**src/io_channel_defs.svh**
```systemverilog
// Constants of the channel block transfer logic
`ifndef IO_CHANNEL_DEFS_SVH
`define IO_CHANNEL_DEFS_SVH

`define IOC_NCHAN      14
`define IOC_CHAN_W     4
`define IOC_WORD_W     30
`define IOC_HALF_W     15
`define IOC_IC_CHANS   2
`define IOC_NGROUPS    3
`define IOC_GRP_CHANS  4
`define IOC_CLK_NS     40
`define IOC_STORE_NS   8000
`define IOC_STORE_CYC  ((`IOC_STORE_NS) / (`IOC_CLK_NS))
`define IOC_CW_BASE    15'h0000

`endif

```
**src/io_channel_pkg.sv**
```systemverilog
// Types of the channel block transfer logic
`include "io_channel_defs.svh"

package io_channel_pkg;
    typedef logic [`IOC_WORD_W-1:0] word_t;
    typedef logic [`IOC_HALF_W-1:0] half_t;
    typedef enum logic [1:0] {
        ST_IDLE,
        ST_CW,
        ST_DATA
    } xfer_state_t;
endpackage

```
**src/io_channel_block_transfer.sv**
```systemverilog
// Channel input/output block transfer engine
`timescale 1ns/1ps
`include "io_channel_defs.svh"

// What this block does
// - Peripheral output register loads from storage
// - Three 30-bit driver groups, four channels each
// - Intercomputer register drives special channels 0-1
// - Output channels 0-13, highest served first
// - Per-channel gated input, opened by grant
// - Highest pending input channel granted first
// - Channels 0 and 1 intercomputer, lowest priority
// - Input words go straight into storage
// - Request, acknowledge handshake per channel word
// - Busy test refuses activation of busy channel
// - One control word per channel and direction
// - Deactivate channel when control word ends
// - 15-bit storage address loaded per access
// - Data register split in two halves
// - Destructive read restored within 8 us
// - Control word restore adds one to lower half
// - Halves equal after increment ends transfer
// - Block runs without program after activation
// - Output channels may carry function words
module io_channel_block_transfer #(
    parameter int          NCHAN     = `IOC_NCHAN,
    parameter int          STORE_CYC = `IOC_STORE_CYC,
    parameter logic [14:0] CW_BASE   = `IOC_CW_BASE
) (
    // Clock and reset
    input  wire logic                  clk_sys_i,
    input  wire logic                  rstn_i,
    // Program side
    input  wire logic                  act_valid_i,
    input  wire logic                  act_out_i,
    input  wire logic [3:0]            act_chan_i,
    input  wire logic                  act_func_i,
    output logic                       act_taken_o,
    output logic                       act_refused_o,
    output logic [NCHAN-1:0]           in_busy_o,
    output logic [NCHAN-1:0]           out_busy_o,
    // Input channels
    input  wire logic [NCHAN-1:0]      in_req_i,
    input  io_channel_pkg::word_t      in_data_i [NCHAN],
    output logic [NCHAN-1:0]           in_ack_o,
    // Output channels
    input  wire logic [NCHAN-1:0]      out_req_i,
    output logic [NCHAN-1:0]           out_ack_o,
    output logic [NCHAN-1:0]           out_func_o,
    output io_channel_pkg::word_t      periph_grp_o [`IOC_NGROUPS],
    output io_channel_pkg::word_t      ic_data_o,
    // Storage
    output io_channel_pkg::half_t      mem_addr_o,
    output logic                       mem_rd_o,
    output logic                       mem_wr_o,
    output io_channel_pkg::word_t      mem_wdata_o,
    input  io_channel_pkg::word_t      mem_rdata_i
);
    import io_channel_pkg::*;

    localparam int CNT_W = $clog2(STORE_CYC + 1);
    localparam int PW    = 2 * NCHAN;
    localparam logic [CNT_W-1:0] CNT_CAP  = CNT_W'(1);
    localparam logic [CNT_W-1:0] CNT_WR   = CNT_W'(STORE_CYC / 2 - 1);
    localparam logic [CNT_W-1:0] CNT_LAST = CNT_W'(STORE_CYC - 1);

    xfer_state_t        state_reg;
    logic [CNT_W-1:0]   cnt_reg;
    logic [3:0]         gchan_reg;
    logic               gin_reg;
    logic               last_reg;
    half_t              cur_addr_reg;
    half_t              data_upper_half_reg;
    half_t              data_lower_half_reg;
    half_t              mem_addr_reg;
    logic               mem_rd_reg;
    logic               mem_wr_reg;
    word_t              mem_wdata_reg;
    word_t              peripheral_output_reg;
    word_t              intercomputer_output_reg;
    word_t              periph_drv_reg [`IOC_NGROUPS];
    logic [NCHAN-1:0]   in_act_reg;
    logic [NCHAN-1:0]   out_act_reg;
    logic [NCHAN-1:0]   in_ack_reg;
    logic [NCHAN-1:0]   out_ack_reg;
    logic [NCHAN-1:0]   out_func_reg;
    logic               act_taken_reg;
    logic               act_refused_reg;

    logic [NCHAN-1:0]   in_req_lvl;
    logic [NCHAN-1:0]   out_req_lvl;
    word_t              in_word [NCHAN];
    logic [PW-1:0]      pend;

    // Per-channel synchronisers; the far end keeps request up until acked
    // Three stages: the first may go metastable, the last two must agree
    genvar g;
    generate
        for (g = 0; g < NCHAN; g++) begin : g_chan
            logic [2:0] ireq_sync;
            logic [2:0] oreq_sync;
            logic       ireq_lvl;
            logic       oreq_lvl;
            word_t      d1;
            word_t      d2;
            word_t      d3;
            always_ff @(posedge clk_sys_i or negedge rstn_i) begin
                if (!rstn_i) begin
                    ireq_sync <= 3'h0;
                    oreq_sync <= 3'h0;
                    ireq_lvl  <= 1'b0;
                    oreq_lvl  <= 1'b0;
                end else begin
                    ireq_sync <= {ireq_sync[1:0], in_req_i[g]};
                    oreq_sync <= {oreq_sync[1:0], out_req_i[g]};
                    if (ireq_sync[2] == ireq_sync[1])
                        ireq_lvl <= ireq_sync[2];
                    if (oreq_sync[2] == oreq_sync[1])
                        oreq_lvl <= oreq_sync[2];
                end
            end
            // Data is held steady by the handshake, so stage three is used
            always_ff @(posedge clk_sys_i or negedge rstn_i) begin
                if (!rstn_i) begin
                    d1 <= '0;
                    d2 <= '0;
                    d3 <= '0;
                end else begin
                    d1 <= in_data_i[g];
                    d2 <= d1;
                    d3 <= d2;
                end
            end
            assign in_req_lvl[g]  = ireq_lvl;
            assign out_req_lvl[g] = oreq_lvl;
            assign in_word[g]     = d3;
            // Input ranks above output at the same channel number
            assign pend[2*g+1] = in_act_reg[g] & ireq_lvl & ~in_ack_reg[g];
            assign pend[2*g]   = out_act_reg[g] & oreq_lvl & ~out_ack_reg[g];
        end
    endgenerate

    // Highest set bit wins, so higher channel numbers always come first
    function automatic logic [4:0] top_idx(input logic [PW-1:0] v);
        logic [4:0] r;
        r = 5'h00;
        for (int i = 0; i < PW; i++) begin
            if (v[i])
                r = 5'(i);
        end
        return r;
    endfunction

    wire         any_pend   = |pend;
    wire [4:0]   top        = top_idx(pend);
    wire         in_idle    = (state_reg == ST_IDLE);
    wire         start_cw   = in_idle & any_pend;
    wire         in_cw      = (state_reg == ST_CW);
    wire         in_data    = (state_reg == ST_DATA);
    wire         cap_now    = ~in_idle & (cnt_reg == CNT_CAP);
    wire         wr_now     = ~in_idle & (cnt_reg == CNT_WR);
    wire         acc_end    = ~in_idle & (cnt_reg == CNT_LAST);
    wire         cw_end     = in_cw & acc_end;
    wire         data_end   = in_data & acc_end;
    wire half_t  cw_addr    = CW_BASE + 15'(top);
    wire half_t  rd_lower   = mem_rdata_i[`IOC_HALF_W-1:0];
    wire half_t  rd_upper   = mem_rdata_i[`IOC_WORD_W-1:`IOC_HALF_W];
    wire half_t  lower_inc  = rd_lower + 15'h0001;
    wire         hit_end    = (lower_inc == rd_upper);
    wire word_t  in_gated   = in_word[gchan_reg];
    wire         is_ic      = (gchan_reg < 4'(`IOC_IC_CHANS));
    wire [NCHAN-1:0] gsel   = NCHAN'(1) << gchan_reg;
    wire [NCHAN-1:0] in_done  = (data_end & gin_reg) ? gsel : '0;
    wire [NCHAN-1:0] out_done = (data_end & ~gin_reg) ? gsel : '0;
    wire [NCHAN-1:0] fin_sel  = last_reg ? (in_done | out_done) : '0;
    wire [NCHAN-1:0] asel     = NCHAN'(1) << act_chan_i;
    wire         act_range  = (act_chan_i < 4'(NCHAN));
    wire         act_busy   = act_out_i ? |(out_act_reg & asel) : |(in_act_reg & asel);
    wire         act_ok     = act_valid_i & act_range & ~act_busy;
    wire [NCHAN-1:0] in_set   = (act_ok & ~act_out_i) ? asel : '0;
    wire [NCHAN-1:0] out_set  = (act_ok & act_out_i) ? asel : '0;

    // Capture points; the read word stands only in the cycle after the strobe
    wire         cap_cw     = cap_now & in_cw;
    wire         cap_in     = cap_now & in_data & gin_reg;
    wire         cap_out    = cap_now & in_data & ~gin_reg;

    // A busy channel is refused; block end clears both directions, so only the other direction's activation meets it, and set wins
    wire [NCHAN-1:0] in_act_next   = (in_act_reg & ~fin_sel) | in_set;
    wire [NCHAN-1:0] out_act_next  = (out_act_reg & ~fin_sel) | out_set;
    wire [NCHAN-1:0] func_sel      = act_func_i ? asel : '0;
    wire [NCHAN-1:0] out_func_next = (act_ok & act_out_i) ? ((out_func_reg & ~asel) | func_sel) : out_func_reg;

    // Acknowledge next values; a new word end beats the clear
    wire [NCHAN-1:0] in_ack_next   = (in_ack_reg & in_req_lvl) | in_done;
    wire [NCHAN-1:0] out_ack_next  = (out_ack_reg & out_req_lvl) | out_done;

    // Sequencer: control word access, then one data access per word
    always_ff @(posedge clk_sys_i or negedge rstn_i) begin
        if (!rstn_i) begin
            state_reg <= ST_IDLE;
            cnt_reg   <= '0;
            gchan_reg <= 4'h0;
            gin_reg   <= 1'b0;
        end else begin
            unique case (state_reg)
                ST_IDLE: begin
                    cnt_reg <= '0;
                    if (any_pend) begin
                        state_reg <= ST_CW;
                        gchan_reg <= top[4:1];
                        gin_reg   <= top[0];
                    end
                end
                ST_CW: begin
                    cnt_reg <= acc_end ? '0 : cnt_reg + CNT_W'(1);
                    if (acc_end)
                        state_reg <= ST_DATA;
                end
                ST_DATA: begin
                    cnt_reg <= acc_end ? '0 : cnt_reg + CNT_W'(1);
                    if (acc_end)
                        state_reg <= ST_IDLE;
                end
            endcase
        end
    end

    // Storage address, strobes and the halves of the data register
    always_ff @(posedge clk_sys_i or negedge rstn_i) begin
        if (!rstn_i) begin
            mem_addr_reg <= 15'h0000;
            mem_rd_reg   <= 1'b0;
            mem_wr_reg   <= 1'b0;
        end else begin
            mem_rd_reg <= start_cw | cw_end;
            mem_wr_reg <= wr_now;
            if (start_cw)
                mem_addr_reg <= cw_addr;
            else if (cw_end)
                mem_addr_reg <= cur_addr_reg;
        end
    end

    always_ff @(posedge clk_sys_i or negedge rstn_i) begin
        if (!rstn_i) begin
            data_upper_half_reg <= 15'h0000;
            data_lower_half_reg <= 15'h0000;
            cur_addr_reg        <= 15'h0000;
            last_reg            <= 1'b0;
        end else if (cap_cw) begin
            data_upper_half_reg <= rd_upper;
            data_lower_half_reg <= lower_inc;
            cur_addr_reg        <= rd_lower;
            last_reg            <= hit_end;
        end else if (cap_in) begin
            data_upper_half_reg <= in_gated[`IOC_WORD_W-1:`IOC_HALF_W];
            data_lower_half_reg <= in_gated[`IOC_HALF_W-1:0];
        end else if (cap_now) begin
            data_upper_half_reg <= rd_upper;
            data_lower_half_reg <= rd_lower;
        end
    end

    // Restore writes back whatever the data register holds
    always_ff @(posedge clk_sys_i or negedge rstn_i) begin
        if (!rstn_i)
            mem_wdata_reg <= '0;
        else if (wr_now)
            mem_wdata_reg <= {data_upper_half_reg, data_lower_half_reg};
    end

    // Output registers load directly from the storage read
    always_ff @(posedge clk_sys_i or negedge rstn_i) begin
        if (!rstn_i) begin
            peripheral_output_reg    <= '0;
            intercomputer_output_reg <= '0;
        end else if (cap_out) begin
            if (is_ic)
                intercomputer_output_reg <= mem_rdata_i;
            else
                peripheral_output_reg <= mem_rdata_i;
        end
    end

    // All groups carry the same word; the far end picks its own channel
    generate
        for (g = 0; g < `IOC_NGROUPS; g++) begin : g_grp
            always_ff @(posedge clk_sys_i or negedge rstn_i) begin
                if (!rstn_i)
                    periph_drv_reg[g] <= '0;
                else
                    periph_drv_reg[g] <= peripheral_output_reg;
            end
            assign periph_grp_o[g] = periph_drv_reg[g];
        end
    endgenerate

    // Acknowledge stays up until the request is seen low; set wins
    always_ff @(posedge clk_sys_i or negedge rstn_i) begin
        if (!rstn_i) begin
            in_ack_reg  <= '0;
            out_ack_reg <= '0;
        end else begin
            in_ack_reg  <= in_ack_next;
            out_ack_reg <= out_ack_next;
        end
    end

    // Channel activation and end of block
    always_ff @(posedge clk_sys_i or negedge rstn_i) begin
        if (!rstn_i) begin
            in_act_reg      <= '0;
            out_act_reg     <= '0;
            out_func_reg    <= '0;
            act_taken_reg   <= 1'b0;
            act_refused_reg <= 1'b0;
        end else begin
            in_act_reg      <= in_act_next;
            out_act_reg     <= out_act_next;
            act_taken_reg   <= act_ok;
            act_refused_reg <= act_valid_i & ~act_ok;
            out_func_reg    <= out_func_next;
        end
    end

    assign act_taken_o   = act_taken_reg;
    assign act_refused_o = act_refused_reg;
    assign in_busy_o     = in_act_reg;
    assign out_busy_o    = out_act_reg;
    assign in_ack_o      = in_ack_reg;
    assign out_ack_o     = out_ack_reg;
    assign out_func_o    = out_func_reg;
    assign ic_data_o     = intercomputer_output_reg;
    assign mem_addr_o    = mem_addr_reg;
    assign mem_rd_o      = mem_rd_reg;
    assign mem_wr_o      = mem_wr_reg;
    assign mem_wdata_o   = mem_wdata_reg;

endmodule // io_channel_block_transfer

```
**config.mk**
```make
export PLATFORM = sky130hd
export DESIGN_NAME = io_channel_block_transfer
export DESIGN_NICKNAME = d
export VERILOG_FILES = /design/src/io_channel_pkg.sv /design/src/io_channel_block_transfer.sv
export VERILOG_INCLUDE_DIRS = /design/src
export SDC_FILE = /design/constraint.sdc
export NUM_CORES = 1
export LEC_CHECK = 0
export ABC_AREA = 1
export BUFFER_PORTS_ARGS = -buffer_cell sky130_fd_sc_hd__buf_2
export CAP_MARGIN = 30
export CORE_UTILIZATION = 30
export CTS_CLUSTER_DIAMETER = 60
export DETAILED_ROUTE_END_ITERATION = 6
export SLEW_MARGIN = 20
export SYNTH_ARGS = -nofsm -noshare
export SYNTH_HDL_FRONTEND = slang
export SYNTH_SLANG_ARGS = --single-unit
```
**constraint.sdc**
```tcl
create_clock -name clk_sys_i -period 3.5 [get_ports clk_sys_i]
set_clock_uncertainty 0.15 [all_clocks]
set_input_delay 0.175 -clock clk_sys_i [delete_from_list [all_inputs] [get_ports clk_sys_i]]
set_output_delay 0.175 -clock clk_sys_i [all_outputs]
set_load 0.01 [all_outputs]
```
==> impl_metrics.yaml, run 1 <==
worst_setup_path:
  start_kind: "register"
  timing.critical_path.from: "gchan_reg[2]"
  path_class: "register to register"
  worst_ep_arrival_time_ps: 3960
  cp_num_buf_inv: 2
  rrSetupSlack_ps: 40
  slowest_stage: "nor4_1"
  cp_top_family: "simple AND/OR/NAND/NOR gates"
  cp_common_cell: "a21oi_1"
  worstPathMaxFanout: 20
  crit_chain: "buf_4, nor2_1, inv_2, a21oi_1, nor4_1, a21oi_1, nand2_1, o221ai_1"
  r2r-start: "gchan_reg[2]"
  crit_path_max_incr_delay_ps: 1010
  end_kind: "register"
  crit_required_ps: 4000
power:
  ir_drop_mv: 0.618
  power.density_nw_per_um2: 692
  p_leak_nw: 32.9
clocking:
  htree_levels: 4
  clkLatencyLatePin_ps: 830
  cts_inserted_buffers: 172
  root_buffer: "clkbuf_16"
  cts_sinks: 1642
  cts_buffer_depth: 3
  clkTransAtPathRegs_ps: 60
  cts_tree: "done"
global_routing:
  grt.total_usage: 0.206
  grt_pass1_wl_mm: 243
  antenna_found_initial: 34
  grt_overflow: 0
  grt_start_max_net_pins: 101
  grt_pass1_vias: 35500
die:
  core_area_um2: 163000
  die_y_um: 407
  io_pins: 726
  rows: 148
  start_util: 0.302
  die-area_um2: 166000
  die_w_um: 407
run:
  drv_cap: 0
timing:
  relSlewSlack: 0.238
  fmax_mhz: 289
  whs_ps: -11.6
  hold_viol: 1
  setup_viol: 0
  period_minus_slack_ps: 3460
  tns_ps: 0
  post-route-period-util: 0.989
  finalMaxSlewViolations: 0
  worst_pin_slew_ps: 1130
drt:
  via_per_inst: 4.45
  wl_mm: 171
  drc: 0
  vias: 32700
  drt_pre_antenna_iters: 5
  antenna_left: 0
  wl_per_cell_um: 23.3
  drt-initial-drc-count: 2727
synth:
  ys_seq_area_frac: 0.835
  ys_warn_count: 0
  syn_avg_cell_area_um2: 15.4
  syn_inst: 3191
  syn_nets: 3685
  synthesis.area_um2: 49200
  ys_types: 52
  synth-seq-cells: 1642
final_layout:
  drive_gt1_frac: 0.229
  fill_cells: 14100
  largestRegisters: "g_chan.d1: 420 flops, g_chan.d2: 420 flops, g_chan.d3: 420 flops"
  area.growth.synth_to_final_pct: 46.1
  final_nets: 5498
  final_cell_area_um2: 71900
worst_hold_path:
  min_from: "mem_rdata_i[0]"
  hold_path_class: "input port to register"
run_status:
  failed_checks: "hold timing"
  outcome: "finished, violations left"
place:
  placed_cell_area_um2: 56000
  portBuffers: 725
  routabilityCongestion: 0.905
  hpwl_mm: 109
final timing paths:
| kind | to | depth (start not counted) |
|---|---|---|
| setup / recovery | data_lower_half_reg[14] | 8 |
| hold / removal | data_lower_half_reg[1] | 5 |
| setup reg to reg | data_lower_half_reg[14] | 8 |
| hold reg to reg | g_chan[11].d2[27] | 0 |
| max in group asynchronous | g_chan[5].d3[9] | 3 |
| min in group asynchronous | periph_grp_o[27] | 3 |
worst register-to-register path, stage by stage (launching register included):
cell	delay [ps]
dfrtp_1	430
buf_4	350
nor2_1	120
inv_2	590
a21oi_1	290
nor4_1	1010
a21oi_1	80
nand2_1	150
o221ai_1	110
logic make-up (layout without fill, tap and decap cells):
logic type	Yosys count	count (layout)	synth area share
and+or+nand+nor	585	585	0.0499
DFF	1642	1642	0.835
other	0	19	0
AOI/OAI and AO/OA	567	567	0.0735
xor gates and xnor gates	19	19	0.00338
buffers and inverters	343	2301	0.0309
adders and majority gates	35	35	0.00747
Yosys cell counts, drive strengths merged:
master / count / share of area
o21bai: 1 / 0.00015
a22oi: 156 / 0.024
o41ai: 9 / 0.0018
dfrtp: 1642 / 0.83
o2111ai: 7 / 0.0012
a21oi: 136 / 0.014
a211oi: 1 / 0.00015
o211ai: 9 / 0.0014
xor2: 17 / 0.0030
a41oi: 4 / 0.00071
inv: 189 / 0.014
a32oi: 8 / 0.0014
a22o: 11 / 0.0020
nand3b: 5 / 0.00076
a221oi: 11 / 0.0021
buf: 72 / 0.010
nor3: 34 / 0.0038
nand3: 23 / 0.0023
ha: 7 / 0.0018
xnor2: 2 / 0.00036
clkinv: 2 / 0.00015
nand2: 350 / 0.027
maj3: 28 / 0.0057
o221ai: 11 / 0.0020
o21ai: 150 / 0.015
o311ai: 1 / 0.00018
a32o: 6 / 0.0012
a221o: 5 / 0.0010
nor4: 8 / 0.0011
or2: 4 / 0.00051
a2111oi: 3 / 0.00053
or4: 3 / 0.00046
nand4: 19 / 0.0025
nor2: 138 / 0.011
clkbuf: 80 / 0.0061
a31oi: 1 / 0.00013
o22ai: 36 / 0.0046
and2: 1 / 0.00013
a211o: 1 / 0.00018
per-layer routing:
metal | GRT usage | share of wire | wire [um]
met1 | 0.260 | 0.41 | 69600
met2 | 0.337 | 0.49 | 83300
met3 | 0.0417 | 0.056 | 9600
met4 | 0.101 | 0.050 | 8620
met5 | 0 | 0.00088 | 150
layout make-up:
cell class                 instances  area, um2  area share
multi-input combinational       1206       6700      0.0931
clock inverter                    90       1470      0.0205
clock buffer                     229       4800      0.0667
inverter                         191        723      0.0101
tap                             2175       2720      0.0378
antenna                           19       47.5    0.000661
sequential                      1642      41100       0.571
timing repair buffer            1791      14400       0.200
report_power, final:
group | total (mW) | internal [mW] | switching (mW)
clock network | 19.7 | 11.4 | 8.25
logic | 8.58 | 3.01 | 5.57
registers | 21.5 | 20.6 | 0.876
through the flow:
| step | worst slack, ps | cells | hold slack (ps) | power [mW] | utilization |
|---|---|---|---|---|---|
| floorplan | 979 | 3191 | -271 | 25.3 | - |
| global placement | 7.30 | 6047 | 49.8 | 29.5 | 0.344 |
| detailed placement | 158 | 6048 | 54.8 | 29.6 | 0.344 |
| CTS | 16.5 | 7317 | 42.4 | 50.0 | 0.441 |
| global route | -8.51 | 7334 | 9.45 | 51.9 | 0.442 |
| finish | 38.7 | 7343 | -11.6 | 49.8 | 0.442 |
layout by cell type, fill, tap and decap left out, types with 10 or more instances in the layout:
cell / count
dfrtp_1: 1642
dlygate4sd3_1: 950
buf_2: 722
nand2_1: 347
inv_1: 178
clkbuf_16: 173
a22oi_1: 156
o21ai_0: 150
a21oi_1: 136
nor2_1: 117
buf_4: 89
o22ai_1: 36
nor3_1: 31
clkbuf_1: 30
maj3_1: 28
clkbuf_8: 26
buf_12: 25
clkinv_2: 23
nand3_1: 22
bufinv_16: 21
diode_2: 19
nand4_1: 18
xor2_1: 17
clkinv_16: 14
nor2_2: 12
o221ai_1: 11
a22o_1: 11
a221oi_1: 10
timing repair:
item                                     CTS  global route
resized for setup                          0            17
endpoints found under the hold margin   1862             4
endpoints found under the setup margin     0             4
hold buffers                             950             2
setup buffers                              0             5
(Power assumes the default switching activity.)
==> run 2: changes to the inputs <==
--- a/config.mk
+++ b/config.mk
@@ -9,6 +9,7 @@
 export ABC_AREA = 1
 export BUFFER_PORTS_ARGS = -buffer_cell sky130_fd_sc_hd__buf_2
 export CAP_MARGIN = 30
+export CORE_ASPECT_RATIO = 0.6
 export CORE_UTILIZATION = 30
 export CTS_CLUSTER_DIAMETER = 60
 export DETAILED_ROUTE_END_ITERATION = 6
==> constraint.sdc (replaced) <==
create_clock -name clk_sys_i -period 4.3 [get_ports clk_sys_i]
set_clock_uncertainty 0.15 [all_clocks]
set_input_delay 0.215 -clock clk_sys_i [delete_from_list [all_inputs] [get_ports clk_sys_i]]
set_output_delay 0.215 -clock clk_sys_i [all_outputs]
set_load 0.01 [all_outputs]
==> run 2 against run 1 <==
The run now ends clean. Die area about the same. Via count decreased by 2.1%. First-iteration DRC count is 21% lower. Fmax is 15% lower. Count of clock-buffer cells in the layout decreased by 25. Global-route usage decreased by 0.74 points. Critical path type unchanged. Register-to-register slack improved by 210 ps. Routed wire length shrank 3.8%. Combinational power shrank 16%. Sequential power fell by 18%. Critical path depth increased by 7. Clock power down 28%.
==> impl_metrics.yaml, run 2 (same netlist as run 1, synthesis figures left out) <==
run_status:
  outcome: "finished clean"
global_routing:
  grt_overflow: 0
  grt_pass1_vias: 34500
  grt_start_max_net_pins: 140
  grt.total_usage: 0.199
  grt_pass1_wl_mm: 237
  antenna_found_initial: 21
drt:
  wl_met3_mm: 9.77
  via_per_inst: 4.43
  antenna_left: 0
  wl_mm: 165
  met2_length_mm: 77.6
  drt-initial-drc-count: 2158
  wl_met1_mm: 73.3
  drc: 0
  drt_pre_antenna_iters: 5
  top_layer_used: "met5"
  vias: 32000
  wl_per_cell_um: 22.8
worst_setup_path:
  cp_top_family: "buffers and inverters"
  end_kind: "register"
  start_kind: "register"
  cp.depth: 15
  crit_path_max_incr_delay_ps: 590
  path_class: "register to register"
  worst_ep_arrival_time_ps: 4630
  slowest_stage: "dlygate4sd3_1"
  cp_common_cell: "nand4_1"
  crit_required_ps: 4880
  worstPathMaxFanout: 12
  cp_num_buf_inv: 6
  r2r_cells: 15
  crit_chain: "inv_1, ha_1, nor2_1, nand4_1, buf_4, nor2_2, inv_2, nor3_1, nand4_1, a2111oi_1, buf_4, nand4_1, dlygate4sd3_1, o41ai_2, dlygate4sd3_1"
  rrSetupSlack_ps: 250
final_layout:
  final_cell_area_um2: 70500
  fill_cells: 14200
  layout_commonest_cell: "dfrtp_1"
  largestRegisters: "g_chan.d1: 420 flops, g_chan.d2: 420 flops, g_chan.d3: 420 flops"
  area.growth.synth_to_final_pct: 43.2
  drive_gt1_frac: 0.221
  multi_input_area_um2: 6690
  final_nets: 5454
  regArea_um2: 41100
  layout_common_cells: "dfrtp_1 (1641), dlygate4sd3_1 (943), buf_2 (725), nand2_1 (347), inv_1 (178)"
run:
  drv_cap: 0
clocking:
  clkTransAtPathRegs_ps: 60
  root_buffer: "clkbuf_16"
  clkLatencyLatePin_ps: 800
  cts_tree: "done"
  cts_inserted_buffers: 157
  cts_buffer_depth: 4
  post-cts-setup-buffers: 0
  htree_levels: 4
  cts_sinks: 1642
timing:
  post-route-period-util: 0.942
  tns_ps: 0
  setup_viol: 0
  rsz0062_at_grt: "false"
  relSlewSlack: 0.335
  finalMaxSlewViolations: 0
  worst_pin_slew_ps: 996
  fmax_mhz: 247
  period_minus_slack_ps: 4050
  hold_viol: 0
power:
  ir_drop_mv: 0.339
  power.density_nw_per_um2: 552
  p_leak_nw: 32.3
place:
  hpwl_mm: 109
  routabilityCongestion: 0.860
  placed_cell_area_um2: 55700
  portBuffers: 725
worst_hold_path:
  hold_path_class: "input port to register"
  hold_path_depth: 4
die:
  start_util: 0.304
  die-area_um2: 166000
  die_w_um: 525
  core_area_um2: 162000
  io_pins: 726
  die_y_um: 316
  rows: 114
run 2: metal layers:
| layer | vias to the layer above | track usage |
|---|---|---|
| met5 | - | 0 |
| met3 | 250 | 0.0442 |
| met4 | 12 | 0.0530 |
| met2 | 1028 | 0.319 |
| met1 | 16600 | 0.273 |
| li1 | 14100 | - |
run 2: repair_timing:
item / in CTS / in global routing
gates resized for setup: 0 / 2
hold endpoints to repair: 990 / 0
hold buffers: 944 / 0
endpoints found under the setup margin: 0 / 1
run 2: metrics by stage:
stage / utilization / power (mW) / instances / setup WS (ps) / hold slack, ps
2_1_floorplan: - / 20.6 / 3191 / 1780 / -231
5_1_grt: 0.435 / 40.7 / 7224 / 36.8 / 150
6_report: 0.435 / 38.9 / 7235 / 248 / 158
3_5_place_dp: 0.344 / 24.4 / 6002 / 977 / 130
3_3_place_gp: 0.344 / 24.3 / 5998 / 905 / 121
4_1_cts: 0.435 / 39.2 / 7218 / 306 / 111
run 2: area by class of cell:
| type | count | area share |
|---|---|---|
| timing repair buffer | 1762 | 0.198 |
| clock inverter | 68 | 0.0131 |
| multi-input combinational | 1206 | 0.0949 |
| antenna | 16 | 0.000568 |
| inverter | 191 | 0.0102 |
| clock buffer | 204 | 0.0618 |
| sequential | 1642 | 0.583 |
| tap | 2146 | 0.0381 |
run 2: path summary, 6_finish.rpt:
| kind | startpoint | endpoint |
|---|---|---|
| max in group asynchronous | rstn_i | async pin |
| max | state_reg[0] | last_reg |
| min reg2reg | g_chan[2].d2[14] | g_chan[2].d3[14] |
| min in group asynchronous | rstn_i | ic_data_o[1] |
| max reg2reg | state_reg[0] | last_reg |
| min | mem_rdata_i[26] | data_upper_half_reg[11] |
run 2: worst reg2reg max path: cells and delay by family, from the launching register on:
kind	cells	cell delay [ps]
buffers and inverters	6	1780
and+or+nand+nor	6	740
AOI/OAI and AO/OA	2	620
DFF	1	400
adders and majority gates	1	300
run 2: power by group:
part / switching [mW] / total (mW) / leakage (nW) / internal, mW
Sequential: 0.761 / 17.6 / 19.2 / 16.8
Combinational: 4.74 / 7.18 / 10.5 / 2.43
Clock: 6.06 / 14.2 / 2.56 / 8.13
Total: 11.6 / 38.9 / 32.3 / 27.4
